**config.mk**
```make
export PLATFORM = sky130hd
export DESIGN_NAME = lutdp_ram
export DESIGN_NICKNAME = d
export VERILOG_FILES = /design/src/rtl/lutdp_pkg.sv /design/src/rtl/lutdp_ram.sv /design/src/rtl/lutdp_rdport.sv
export SDC_FILE = /design/constraint.sdc
export NUM_CORES = 1
export LEC_CHECK = 0
export BUFFER_PORTS_ARGS = -buffer_cell sky130_fd_sc_hd__buf_4
export CORE_MARGIN = 2
export CORE_UTILIZATION = 55
export DETAILED_ROUTE_END_ITERATION = 16
export PLACE_DENSITY = 0.86
export SLEW_MARGIN = 10
export SYNTH_ARGS = -nofsm -noshare
export SYNTH_HDL_FRONTEND = slang
export SYNTH_SLANG_ARGS = --single-unit
```
**constraint.sdc**
```tcl
create_clock -name clk_sys_i -period 4.9 [get_ports clk_sys_i]
set_clock_uncertainty 0.2 [all_clocks]
set_input_delay 0.245 -clock clk_sys_i [delete_from_list [all_inputs] [get_ports clk_sys_i]]
set_output_delay 0.245 -clock clk_sys_i [all_outputs]
set_load 0.01 [all_outputs]
```
**src/rtl/lutdp_pkg.sv**
```systemverilog
// Purpose: Shared constants and types for the LUT dual-port RAM
// Assumes: One write clock, reads are combinational
// Notes:   Initial content stands in for configuration-time load
package lutdp_pkg;

  localparam int          LUTDP_ADDR_W  = 4;
  localparam int          LUTDP_DEPTH   = 16;
  localparam int          LUTDP_NPORT   = 2;
  localparam int          LUTDP_PORT_F  = 0;
  localparam int          LUTDP_PORT_G  = 1;
  localparam logic [15:0] LUTDP_INIT    = 16'h0000;
  localparam logic [3:0]  LUTDP_ADDR_RST = 4'h0;

  typedef enum logic [1:0]
  {
    LUTDP_EDGE_SP,
    LUTDP_EDGE_DP,
    LUTDP_LEVEL_SP
  } lutdp_mode_e;

  typedef logic [LUTDP_ADDR_W-1:0] lutdp_addr_t;
  typedef logic [LUTDP_DEPTH-1:0]  lutdp_mem_t;

  typedef struct packed
  {
    lutdp_mem_t  f_mem;
    lutdp_mem_t  g_mem;
    lutdp_addr_t last_addr;
    logic        last_we;
  } lutdp_state_s;

endpackage

```
**src/rtl/lutdp_ram.sv**
```systemverilog
// Purpose: 16x1 dual-port / 16x1 single-port distributed RAM
// Assumes: clk_sys_i is the write clock; inputs synchronous to it
// Notes:   Reads are combinational; no read-side state
// Function
// - Dual-port mode joins both copies into one 16x1 array, two reads
// - Write at one address, read another, same cycle, no interference
// - Read and write at same address in one cycle are both valid
// - Dual-port mode always writes on the clock edge, never level
// - Primary address reads first copy and writes both copies
// - First read output shows stored bit at primary address, except d_i during a level-mode write
// - Second copy reads at second address in dual-port mode, else at primary; writes at primary address
// - Dual-port mode: second read output shows stored bit at second read address
// - Level mode writes data while write enable is high, latch-like
// - Level mode: data change during enable stores new data
// - Level mode: address change during enable corrupts locations
// - Synchronous write leaves read path combinational
`timescale 1ns/1ps
`default_nettype none
module lutdp_ram
  import lutdp_pkg::*;
(
  input  wire logic        clk_sys_i,
  input  wire logic        rst_i,
  input  wire lutdp_mode_e mode_i,
  input  wire logic        d_i,
  input  wire lutdp_addr_t addr_i,
  input  wire lutdp_addr_t second_read_addr_i,
  input  wire logic        we_i,
  output logic             first_read_out_o,
  output logic             second_read_out_o,
  output logic             level_addr_hazard_o
);

  lutdp_state_s st;
  lutdp_state_s next_st;
  logic         level_mode;
  logic         level_wr;
  lutdp_addr_t  rd_addr [LUTDP_NPORT];
  lutdp_mem_t   rd_mem  [LUTDP_NPORT];
  logic         rd_out  [LUTDP_NPORT];

  // One-hot write decode
  function automatic lutdp_mem_t wr_mask(input lutdp_addr_t a);
    lutdp_mem_t m;
    m = '0;
    m[a] = 1'b1;
    return m;
  endfunction

  // Dual-port mode can never select level timing
  assign level_mode = (mode_i == LUTDP_LEVEL_SP);
  assign level_wr   = level_mode && we_i;
  assign level_addr_hazard_o = level_wr && st.last_we
                               && (addr_i != st.last_addr);

  always_comb
  begin
    lutdp_mem_t m;
    m = wr_mask(addr_i);
    next_st = st;
    next_st.last_addr = addr_i;
    next_st.last_we   = level_wr;
    if (we_i)
    begin
      // Same write lands in both copies
      next_st.f_mem = d_i ? (st.f_mem | m) : (st.f_mem & ~m);
      next_st.g_mem = d_i ? (st.g_mem | m) : (st.g_mem & ~m);
      if (level_addr_hazard_o)
      begin
        // Spurious write to the old address as well
        m = wr_mask(st.last_addr);
        next_st.f_mem = d_i ? (next_st.f_mem | m) : (next_st.f_mem & ~m);
        next_st.g_mem = d_i ? (next_st.g_mem | m) : (next_st.g_mem & ~m);
      end
    end
  end

  always_ff @(posedge clk_sys_i or posedge rst_i)
  begin
    if (rst_i)
    begin
      st.f_mem     <= LUTDP_INIT;
      st.g_mem     <= LUTDP_INIT;
      st.last_addr <= LUTDP_ADDR_RST;
      st.last_we   <= 1'b0;
    end
    else
      st <= next_st;
  end

  // Second port uses its own address only in dual-port mode
  assign rd_addr[LUTDP_PORT_F] = addr_i;
  assign rd_addr[LUTDP_PORT_G] = (mode_i == LUTDP_EDGE_DP)
                                 ? second_read_addr_i : addr_i;
  assign rd_mem[LUTDP_PORT_F]  = st.f_mem;
  assign rd_mem[LUTDP_PORT_G]  = st.g_mem;

  // Combinational read ports
  generate
    for (genvar p = 0; p < LUTDP_NPORT; p++)
    begin : g_rd
      lutdp_rdport u_rd
      (
        .clk_sys_i  (clk_sys_i),
        .rst_i      (rst_i),
        .mem_i      (rd_mem[p]),
        .addr_i     (rd_addr[p]),
        .bypass_i   (level_wr),
        .bypass_d_i (d_i),
        .rd_o       (rd_out[p])
      );
    end
  endgenerate

  assign first_read_out_o  = rd_out[LUTDP_PORT_F];
  assign second_read_out_o = rd_out[LUTDP_PORT_G];

  // Checks
  wr_both_copies_a: assert property (@(posedge clk_sys_i)
    disable iff (rst_i)
    (we_i && !level_mode) |=>
      st.f_mem[$past(addr_i)] == $past(d_i)
      && st.g_mem[$past(addr_i)] == $past(d_i))
    else $error("Edge write missed a storage copy");

  first_port_read_a: assert property (@(posedge clk_sys_i)
    disable iff (rst_i)
    (we_i && !level_mode) ##1 ($stable(addr_i) && !level_mode)
      |-> first_read_out_o == $past(d_i))
    else $error("First output does not show written bit");

  second_port_read_a: assert property (@(posedge clk_sys_i)
    disable iff (rst_i)
    (we_i && mode_i == LUTDP_EDGE_DP) ##1
      (mode_i == LUTDP_EDGE_DP && second_read_addr_i == $past(addr_i))
      |-> second_read_out_o == $past(d_i))
    else $error("Second output does not show written bit");

  indep_read_a: assert property (@(posedge clk_sys_i)
    disable iff (rst_i)
    (mode_i == LUTDP_EDGE_DP && we_i && second_read_addr_i != addr_i)
      ##1 (mode_i == LUTDP_EDGE_DP && $stable(second_read_addr_i))
      |-> $stable(second_read_out_o))
    else $error("Write disturbed an independent read");

  same_addr_rw_a: assert property (@(posedge clk_sys_i)
    disable iff (rst_i)
    (mode_i == LUTDP_EDGE_DP && we_i && second_read_addr_i == addr_i)
      |-> (second_read_out_o == st.g_mem[addr_i])
      ##1 (st.g_mem[$past(addr_i)] == $past(d_i)))
    else $error("Same-address read and write not both valid");

  dual_edge_only_a: assert property (@(posedge clk_sys_i)
    disable iff (rst_i)
    (mode_i == LUTDP_EDGE_DP && we_i)
      |-> first_read_out_o == st.f_mem[addr_i] && !level_addr_hazard_o)
    else $error("Dual-port mode showed level-sensitive behaviour");

  level_transp_a: assert property (@(posedge clk_sys_i)
    disable iff (rst_i)
    level_wr |-> first_read_out_o == d_i && second_read_out_o == d_i)
    else $error("Level write not transparent");

  level_newdata_a: assert property (@(posedge clk_sys_i)
    disable iff (rst_i)
    level_wr ##1 (level_wr && $stable(addr_i) && $changed(d_i))
      |=> st.f_mem[$past(addr_i)] == $past(d_i))
    else $error("Level write lost the new data");

  level_spurious_a: assert property (@(posedge clk_sys_i)
    disable iff (rst_i)
    level_wr ##1 (level_wr && $changed(addr_i))
      |-> level_addr_hazard_o
      ##1 st.f_mem[$past(st.last_addr)] == $past(d_i))
    else $error("Address change during level write not flagged");

  dp_write_c: cover property (@(posedge clk_sys_i) disable iff (rst_i)
    mode_i == LUTDP_EDGE_DP && we_i && second_read_addr_i != addr_i);

  dp_same_addr_c: cover property (@(posedge clk_sys_i) disable iff (rst_i)
    mode_i == LUTDP_EDGE_DP && we_i && second_read_addr_i == addr_i);

  level_pulse_c: cover property (@(posedge clk_sys_i) disable iff (rst_i)
    !level_wr ##1 level_wr [*3] ##1 !level_wr);

  level_hazard_c: cover property (@(posedge clk_sys_i) disable iff (rst_i)
    level_addr_hazard_o);

endmodule
`default_nettype wire

```
**src/rtl/lutdp_rdport.sv**
```systemverilog
// Purpose: One combinational read port of a 16x1 storage copy
// Assumes: Address is applied directly, no read register
// Notes:   Bypass gives latch transparency in level-sensitive mode
`timescale 1ns/1ps
`default_nettype none
module lutdp_rdport
  import lutdp_pkg::*;
(
  input  wire logic        clk_sys_i,
  input  wire logic        rst_i,
  input  wire lutdp_mem_t  mem_i,
  input  wire lutdp_addr_t addr_i,
  input  wire logic        bypass_i,
  input  wire logic        bypass_d_i,
  output logic             rd_o
);

  // Read mux, optionally transparent to the data input
  always_comb
  begin
    if (bypass_i)
      rd_o = bypass_d_i;
    else
      rd_o = mem_i[addr_i];
  end

  bypass_path_a: assert property (@(posedge clk_sys_i)
    disable iff (rst_i)
    bypass_i |-> rd_o == bypass_d_i)
    else $error("Read port not transparent during bypass");

  stored_path_a: assert property (@(posedge clk_sys_i)
    disable iff (rst_i)
    !bypass_i |-> rd_o == mem_i[addr_i])
    else $error("Read port does not follow address");

endmodule
`default_nettype wire

```
==> metrics, run 1 <==
status=finished, final reports clean; crit path DAT=2370 ps; first-pass GRT wire length=between 9 and 10 mm; Cell Pwr Density=314 nW/um^2; clock root buffer=clkbuf_8; EDFF count, synth=0; Setup Viol. Count Final=0; critical path class=input port to primary output; most common cell in the synthesized netlist=dfrtp_1; GR peak layer=met2; hold_buf cts=5; Fin Setup TNS=0 ps; Lkg Pwr=1.24 nW; CP top delay family=multiplexers; row count=23; Reg2Reg Depth=5; clock period minus final worst setup slack=~2800 ps; Yosys reg bits=37; CP max FO=11; RSZ-0062 raised after global routing=no; Slew Viols, Final=0; Worst Setup End Kind=primary output; Worst-Margin Slew=663 ps; grt met2 use=0.431; final hold vios=0; Filler Cell Count=between 200 and 300; hold path start=we_i; Starting Density=0.571; clock tree buffer depth=2; DRT antenna net count=0; dpl hpwl=approximately 4.4 mm; clock slew at reported path FFs=around 70 ps; post-CTS setup buffer count=0; most frequent CP cell=buf_4; met3 Usage GRT=0.0658; CTS buffer count=5; Synth area leaders=dfrtp_1 41%, a21o_1 11%, a22oi_1 5.3%, o22ai_1 4.4%, mux4_1 3.5%; yosys warns=0; Worst Hold Class=input port to flop; CP Data Required Time=approximately 4500 ps; commonest cells in the synthesized netlist=37 x dfrtp_1, 32 x a21o_1, 16 x a22oi_1, 16 x o22ai_1, 10 x nand2_1; pin count of the biggest net entering global routing=38; H-tree depth=2; max incr delay on CP=between 600 and 700 ps; Max Cap Violations=0; Startpoint Class=input port; Min Hold Slack=173 ps; initial antenna violation count=0; wire length per cell=between 20 and 25 um; post-CTS sizing=0; PortBufs=16; sequential area share after synthesis=0.408; Max IR drop VDD=~0.18 mV; CTS tree=done; die width=68.2 um; syn avg cell area=10.8 sq um; I/O pin count=17; nets=approximately 240; Hold Crit Endpoint=st[0]; fraction of layout cells with a size suffix above 1=0.166; period utilization=0.575; Slew headroom=0.557; Synth Instances=210; first-iteration detailed-routing DRC count=roughly 360; RR Startpoint=st[2]; Highest Clock Rate=between 300 and 400 MHz; r2r setup slk=between 2000 and 3000 ps; share of async-settable or async-resettable flops after synthesis=1.00; Post-Layout Inst Area=approximately 2500 sq um; worst hold path depth=2; vias per cell=about 7; final WL=just under 6 mm; Syn Nets=around 220; GRT met1 Usage=0.345; total track usage=0.273; RR Endpoint=rd_mem[23]; slowest library cell on the worst path=mux4_1; # diodes=0; Area Overhead vs Synth=12.1%; Synth Flop Type=dfrtp_1; DRT Pass-1 Iters=5; drt drc=0; CP Buf/Inv Count=3; die footprint=between 4000 and 5000 sq um; total gr overflow=0; core area=3970 sq um; Yosys top cell by area=dfrtp_1; via count=~2000; post-synth top area share=0.408; fin cells=between 200 and 300; routability congestion estimate=about 0.97; Cells after DPL=about 270; critical-path cell list=dlygate4sd3_1 -> buf_4 -> mux4_1 -> mux4_2 -> nand2b_1 -> nand2_1 -> buf_4; Worst-Skew Late Latency=about 290 ps; chip height=68.2 um; Distinct cells, synth=50; Netlist Area Pre-Place=2270 sq um; DP Area=about 2400 sq um; CTS sink count=37; vias in the first global route=1846
[layout make-up]
| cell class | instances | area (sq um) | share of cell area |
|---|---|---|---|
| inverter | 5 | 18.8 | 0.00738 |
| sequential | 37 | 926 | 0.364 |
| clock buffer | 7 | 86.3 | 0.0340 |
| tap | 50 | 62.6 | 0.0246 |
| timing repair buffer | 22 | 178 | 0.0699 |
| multi-input combinational | 158 | 1270 | 0.500 |
[per-layer routing]
| layer | up-vias | share of wire | wire length (um) |
|---|---|---|---|
| met2 | 114 | 0.45 | 2630 |
| li1 | 874 | - | - |
| met4 | 0 | 0.049 | 287 |
| met3 | 27 | 0.073 | 425 |
| met1 | 939 | 0.43 | 2490 |
| met5 | - | 0 | 0 |
[cells in the final DEF, fill, tap and decap left out, drive strengths merged, types with 4 or more instances in the layout]
cell type    Yosys  routed
nand2b           5       5
a22oi           16      16
dlygate4sd3      0       5
and2             4       4
nor2b            7       7
and3             5       5
mux4             5       5
nor2             6       6
a21o            32      32
nand2           10      10
o22ai           16      16
clkbuf           3       7
o211ai           5       5
nand4            4       4
buf              7      17
dfrtp           37      37
inv              5       5
[registers in the layout (all words and copies together) (netlist names)]
register / count
rd_mem: 32
st: 5
[worst max path at each step]
stage               startpoint           endpoint  cells after the start
global route         addr_i[0]   first_read_out_o                      7
floorplan            addr_i[0]   first_read_out_o                      5
finish               addr_i[0]   first_read_out_o                      7
detailed placement   mode_i[0]  second_read_out_o                      7
CTS                  addr_i[0]   first_read_out_o                      7
global placement     mode_i[0]  second_read_out_o                      7
[power breakdown]
part	internal, mW	switching, mW	leakage [nW]	total [mW]
logic	0.0925	0.0835	0.724	0.176
clock network	0.112	0.103	0.0443	0.214
registers	0.363	0.0440	0.466	0.407
[stage by stage]
step                utilization  power, mW  setup WS [ps]
floorplan                     -      0.520           2940
global placement          0.606      0.573           2590
detailed placement        0.606      0.581           2580
CTS                       0.640      0.796           2120
global route              0.640      0.833           2060
finish                    0.640      0.797           2080
[cells by family after synthesis]
kind of cell           after synthesis  share of synthesized area
AO/OA/AOI/OAI                       92                      0.328
XOR/XNOR                             4                     0.0155
buffers and inverters               15                     0.0309
flip-flops                          37                      0.408
multiplexers                         9                     0.0728
AND/OR/NAND/NOR                     53                      0.144
(Power assumes the default switching activity.)
==> inputs of run 2 (changes only) <==
clock period = 2.65 ns   (was 4.9 ns; I/O delays follow)
==> run 2 against run 1 <==
Compared with the run above: hold slack worse by 130 ps; clock power is 80% higher; non-clock buffer count unchanged; sequential share of layout area up 0.054 points; critical path depth is the same; via count is 0.46% higher; core utilization decreased by 0.095 points; worst setup slack worse by 2000 ps; combinational power is 83% higher; cell area down 0.15%; sequential power rose by 84%.
==> metrics, run 2 (same netlist as run 1, synthesis figures left out) <==
I/O pin count=17 (unchanged); Worst Setup End Kind=primary output (unchanged); Slew Viols, Final=0 (unchanged); DRT met1 WL=2.29 mm (was 2.49 mm); clock slew at reported path FFs=70 ps (about the same); pin count of the biggest net entering global routing=38 (unchanged); CTS sink count=37 (unchanged); register cell area after layout=926 sq um (unchanged); Starting Density=0.571 (unchanged); critical path class=input port to primary output (unchanged); Tot Pwr=1.46 mW (was 0.797 mW); multi-input logic area=1270 sq um (unchanged); row count=23 (unchanged); cell internal pwr=1.02 mW (was 0.567 mW); max FFs per register=32 (unchanged); Crit path depth=7 (unchanged); post-CTS setup buffer count=0 (unchanged); most frequent CP cell=buf_4 (unchanged); Slew headroom=0.564 (was 0.557); H-tree depth=2 (unchanged); Area Overhead vs Synth=12.0% (was 12.1%); routability congestion estimate=0.958 (was 0.965); CTS tree=done (unchanged); fraction of layout cells with a size suffix above 1=0.170 (was 0.166); Cell Pwr Density=574 nW/um^2 (was 314 nW/um^2); Max IR drop VDD=0.255 mV (was 0.178 mV); utilization after layout=0.639 (was 0.640); RR Endpoint=rd_mem[18] (was rd_mem[23]); CP Data Required Time=2320 ps (was 4450 ps); switching part of the total=0.298 (was 0.289); final WL=5.82 mm (was 5.83 mm); DRT Pass-1 Iters=5 (unchanged); vias per cell=7.01 (was 7.00); DRT antenna net count=0 (unchanged); r2r setup slk=620 ps (was 2860 ps); Filler Cell Count=306 (was 296); total track usage=0.284 (was 0.273); clock tree buffer depth=2 (unchanged); Lkg Pwr=1.24 nW (about the same); slowest library cell on the worst path=mux4_1 (unchanged); CP max FO=11 (unchanged); clock root buffer=clkbuf_8 (unchanged); first-iteration detailed-routing DRC count=347 (was 357); critical-path cell list=dlygate4sd3_1 -> buf_4 -> mux4_1 -> mux4_2 -> nand2b_1 -> nand2_1 -> buf_4 (unchanged); Logic pwr share=0.221 (about the same); sequential share of power=0.515 (was 0.510); P_sw=0.435 mW (was 0.230 mW); final hold vios=0 (unchanged); Worst-Skew Late Latency=300 ps (was 290 ps); Top Metal Used=met4 (unchanged); Critical Path End=first_read_out_o (unchanged); chip height=68.2 um (unchanged); die width=68.2 um (unchanged); Max Cap Violations=0 (unchanged); # diodes=0 (unchanged); WL met3=609 um (was 425 um); vias in the first global route=1963 (was 1846); via count=1963 (was 1954); commonest non-fill, non-tap cells in the layout=37 x dfrtp_1, 32 x a21o_1, 17 x buf_4 (unchanged); WL met2=2.73 mm (was 2.63 mm); wire length per cell=20.8 um (was 20.9 um); CP Launch Point=addr_i[0] (unchanged); crit path DAT=2250 ps (was 2370 ps); Fin Setup TNS=0 ps (unchanged); initial antenna violation count=0 (unchanged); period utilization=0.976; CP top delay family=multiplexers (unchanged); Worst Hold Class=input port to flop (unchanged); status=finished, final reports clean (unchanged); PortBufs=16 (unchanged); Worst-Margin Slew=653 ps (was 663 ps); total gr overflow=0 (unchanged); clock share of power=0.264 (was 0.269); Highest Clock Rate=387 MHz; Reg2Reg Depth=5 (unchanged); nets=243 (unchanged); dpl hpwl=4.38 mm (was 4.36 mm); core area=3970 sq um (unchanged); Setup Viol. Count Final=0 (unchanged); max incr delay on CP=620 ps (was 630 ps); CP Buf/Inv Count=3 (unchanged); RSZ-0062 raised after global routing=no (unchanged); RR Startpoint=st[2] (unchanged); drt drc=0 (unchanged); Startpoint Class=input port (unchanged); first-pass GRT wire length=9.43 mm (was 9.07 mm); commonest non-fill, non-tap cell in the layout=dfrtp_1 (unchanged); die footprint=4650 sq um (unchanged); CTS buffer count=5 (unchanged); clock period minus final worst setup slack=around 2600 ps
-- run 2: changes by cell type in the layout (fill, tap and decap cells not counted) --
| cell | previous run | this run |
|---|---|---|
| clkbuf_8 | 6 | 5 |
| clkinv_2 | 0 | 2 |
-- run 2: worst min path at each step --
stage / from / cells past startpoint / slack (ps) / endpoint
2_1_floorplan: addr_i[0] / 0 / -40 / st[1]
3_3_place_gp: rst_i / 3 / 70 / rd_mem[31]
3_5_place_dp: rst_i / 3 / 70 / rd_mem[28]
4_1_cts: we_i / 2 / 40 / st[0]
5_1_grt: we_i / 2 / 60 / st[0]
6_report: we_i / 2 / 50 / st[0]
-- run 2: per-stage QoR --
stage	std cells	hold slack, ps	area [sq um]	setup slack (ps)
final	280	48.1	2540	63.0
after CTS	280	43.7	2540	89.6
after detailed placement	267	73.1	2410	607
after global routing	280	60.6	2540	25.5
after floorplan	210	-36.1	2270	880
after global placement	267	65.2	2410	599
-- run 2: layer usage --
metal | track usage | vias up
li1 | - | 869
met1 | 0.358 | 943
met2 | 0.448 | 132
met3 | 0.0855 | 19
met4 | 0.130 | 0
met5 | 0 | -
-- run 2: power by group through the flow --
stage	combinational (mW)	clock [mW]	sequential, mW
2_1_floorplan	0.241	0	0.720
3_3_place_gp	0.303	0	0.757
3_5_place_dp	0.315	0	0.756
4_1_cts	0.322	0.387	0.747
5_1_grt	0.352	0.415	0.760
6_report	0.322	0.385	0.750
-- run 2: area by class of cell --
class / count / area share
multi-input combinational: 158 / 0.501
sequential: 37 / 0.365
timing repair buffer: 22 / 0.0700
clock buffer: 6 / 0.0286
tap: 50 / 0.0246
inverter: 5 / 0.00739
clock inverter: 2 / 0.00394
-- run 2: what timing repair did --
| action | in CTS | in global routing |
|---|---|---|
| endpoints found under the hold margin | 41 | 0 |
| resized for setup | 0 | 0 |
| hold buffers | 5 | 0 |
-- run 2: worst register-to-register path, stage by stage, from the launching register on --
cell and delay, ps:
dfrtp_1 480, xnor2_1 250, nand2_1 140, o21ai_0 440, o22ai_1 220, a21o_1 210
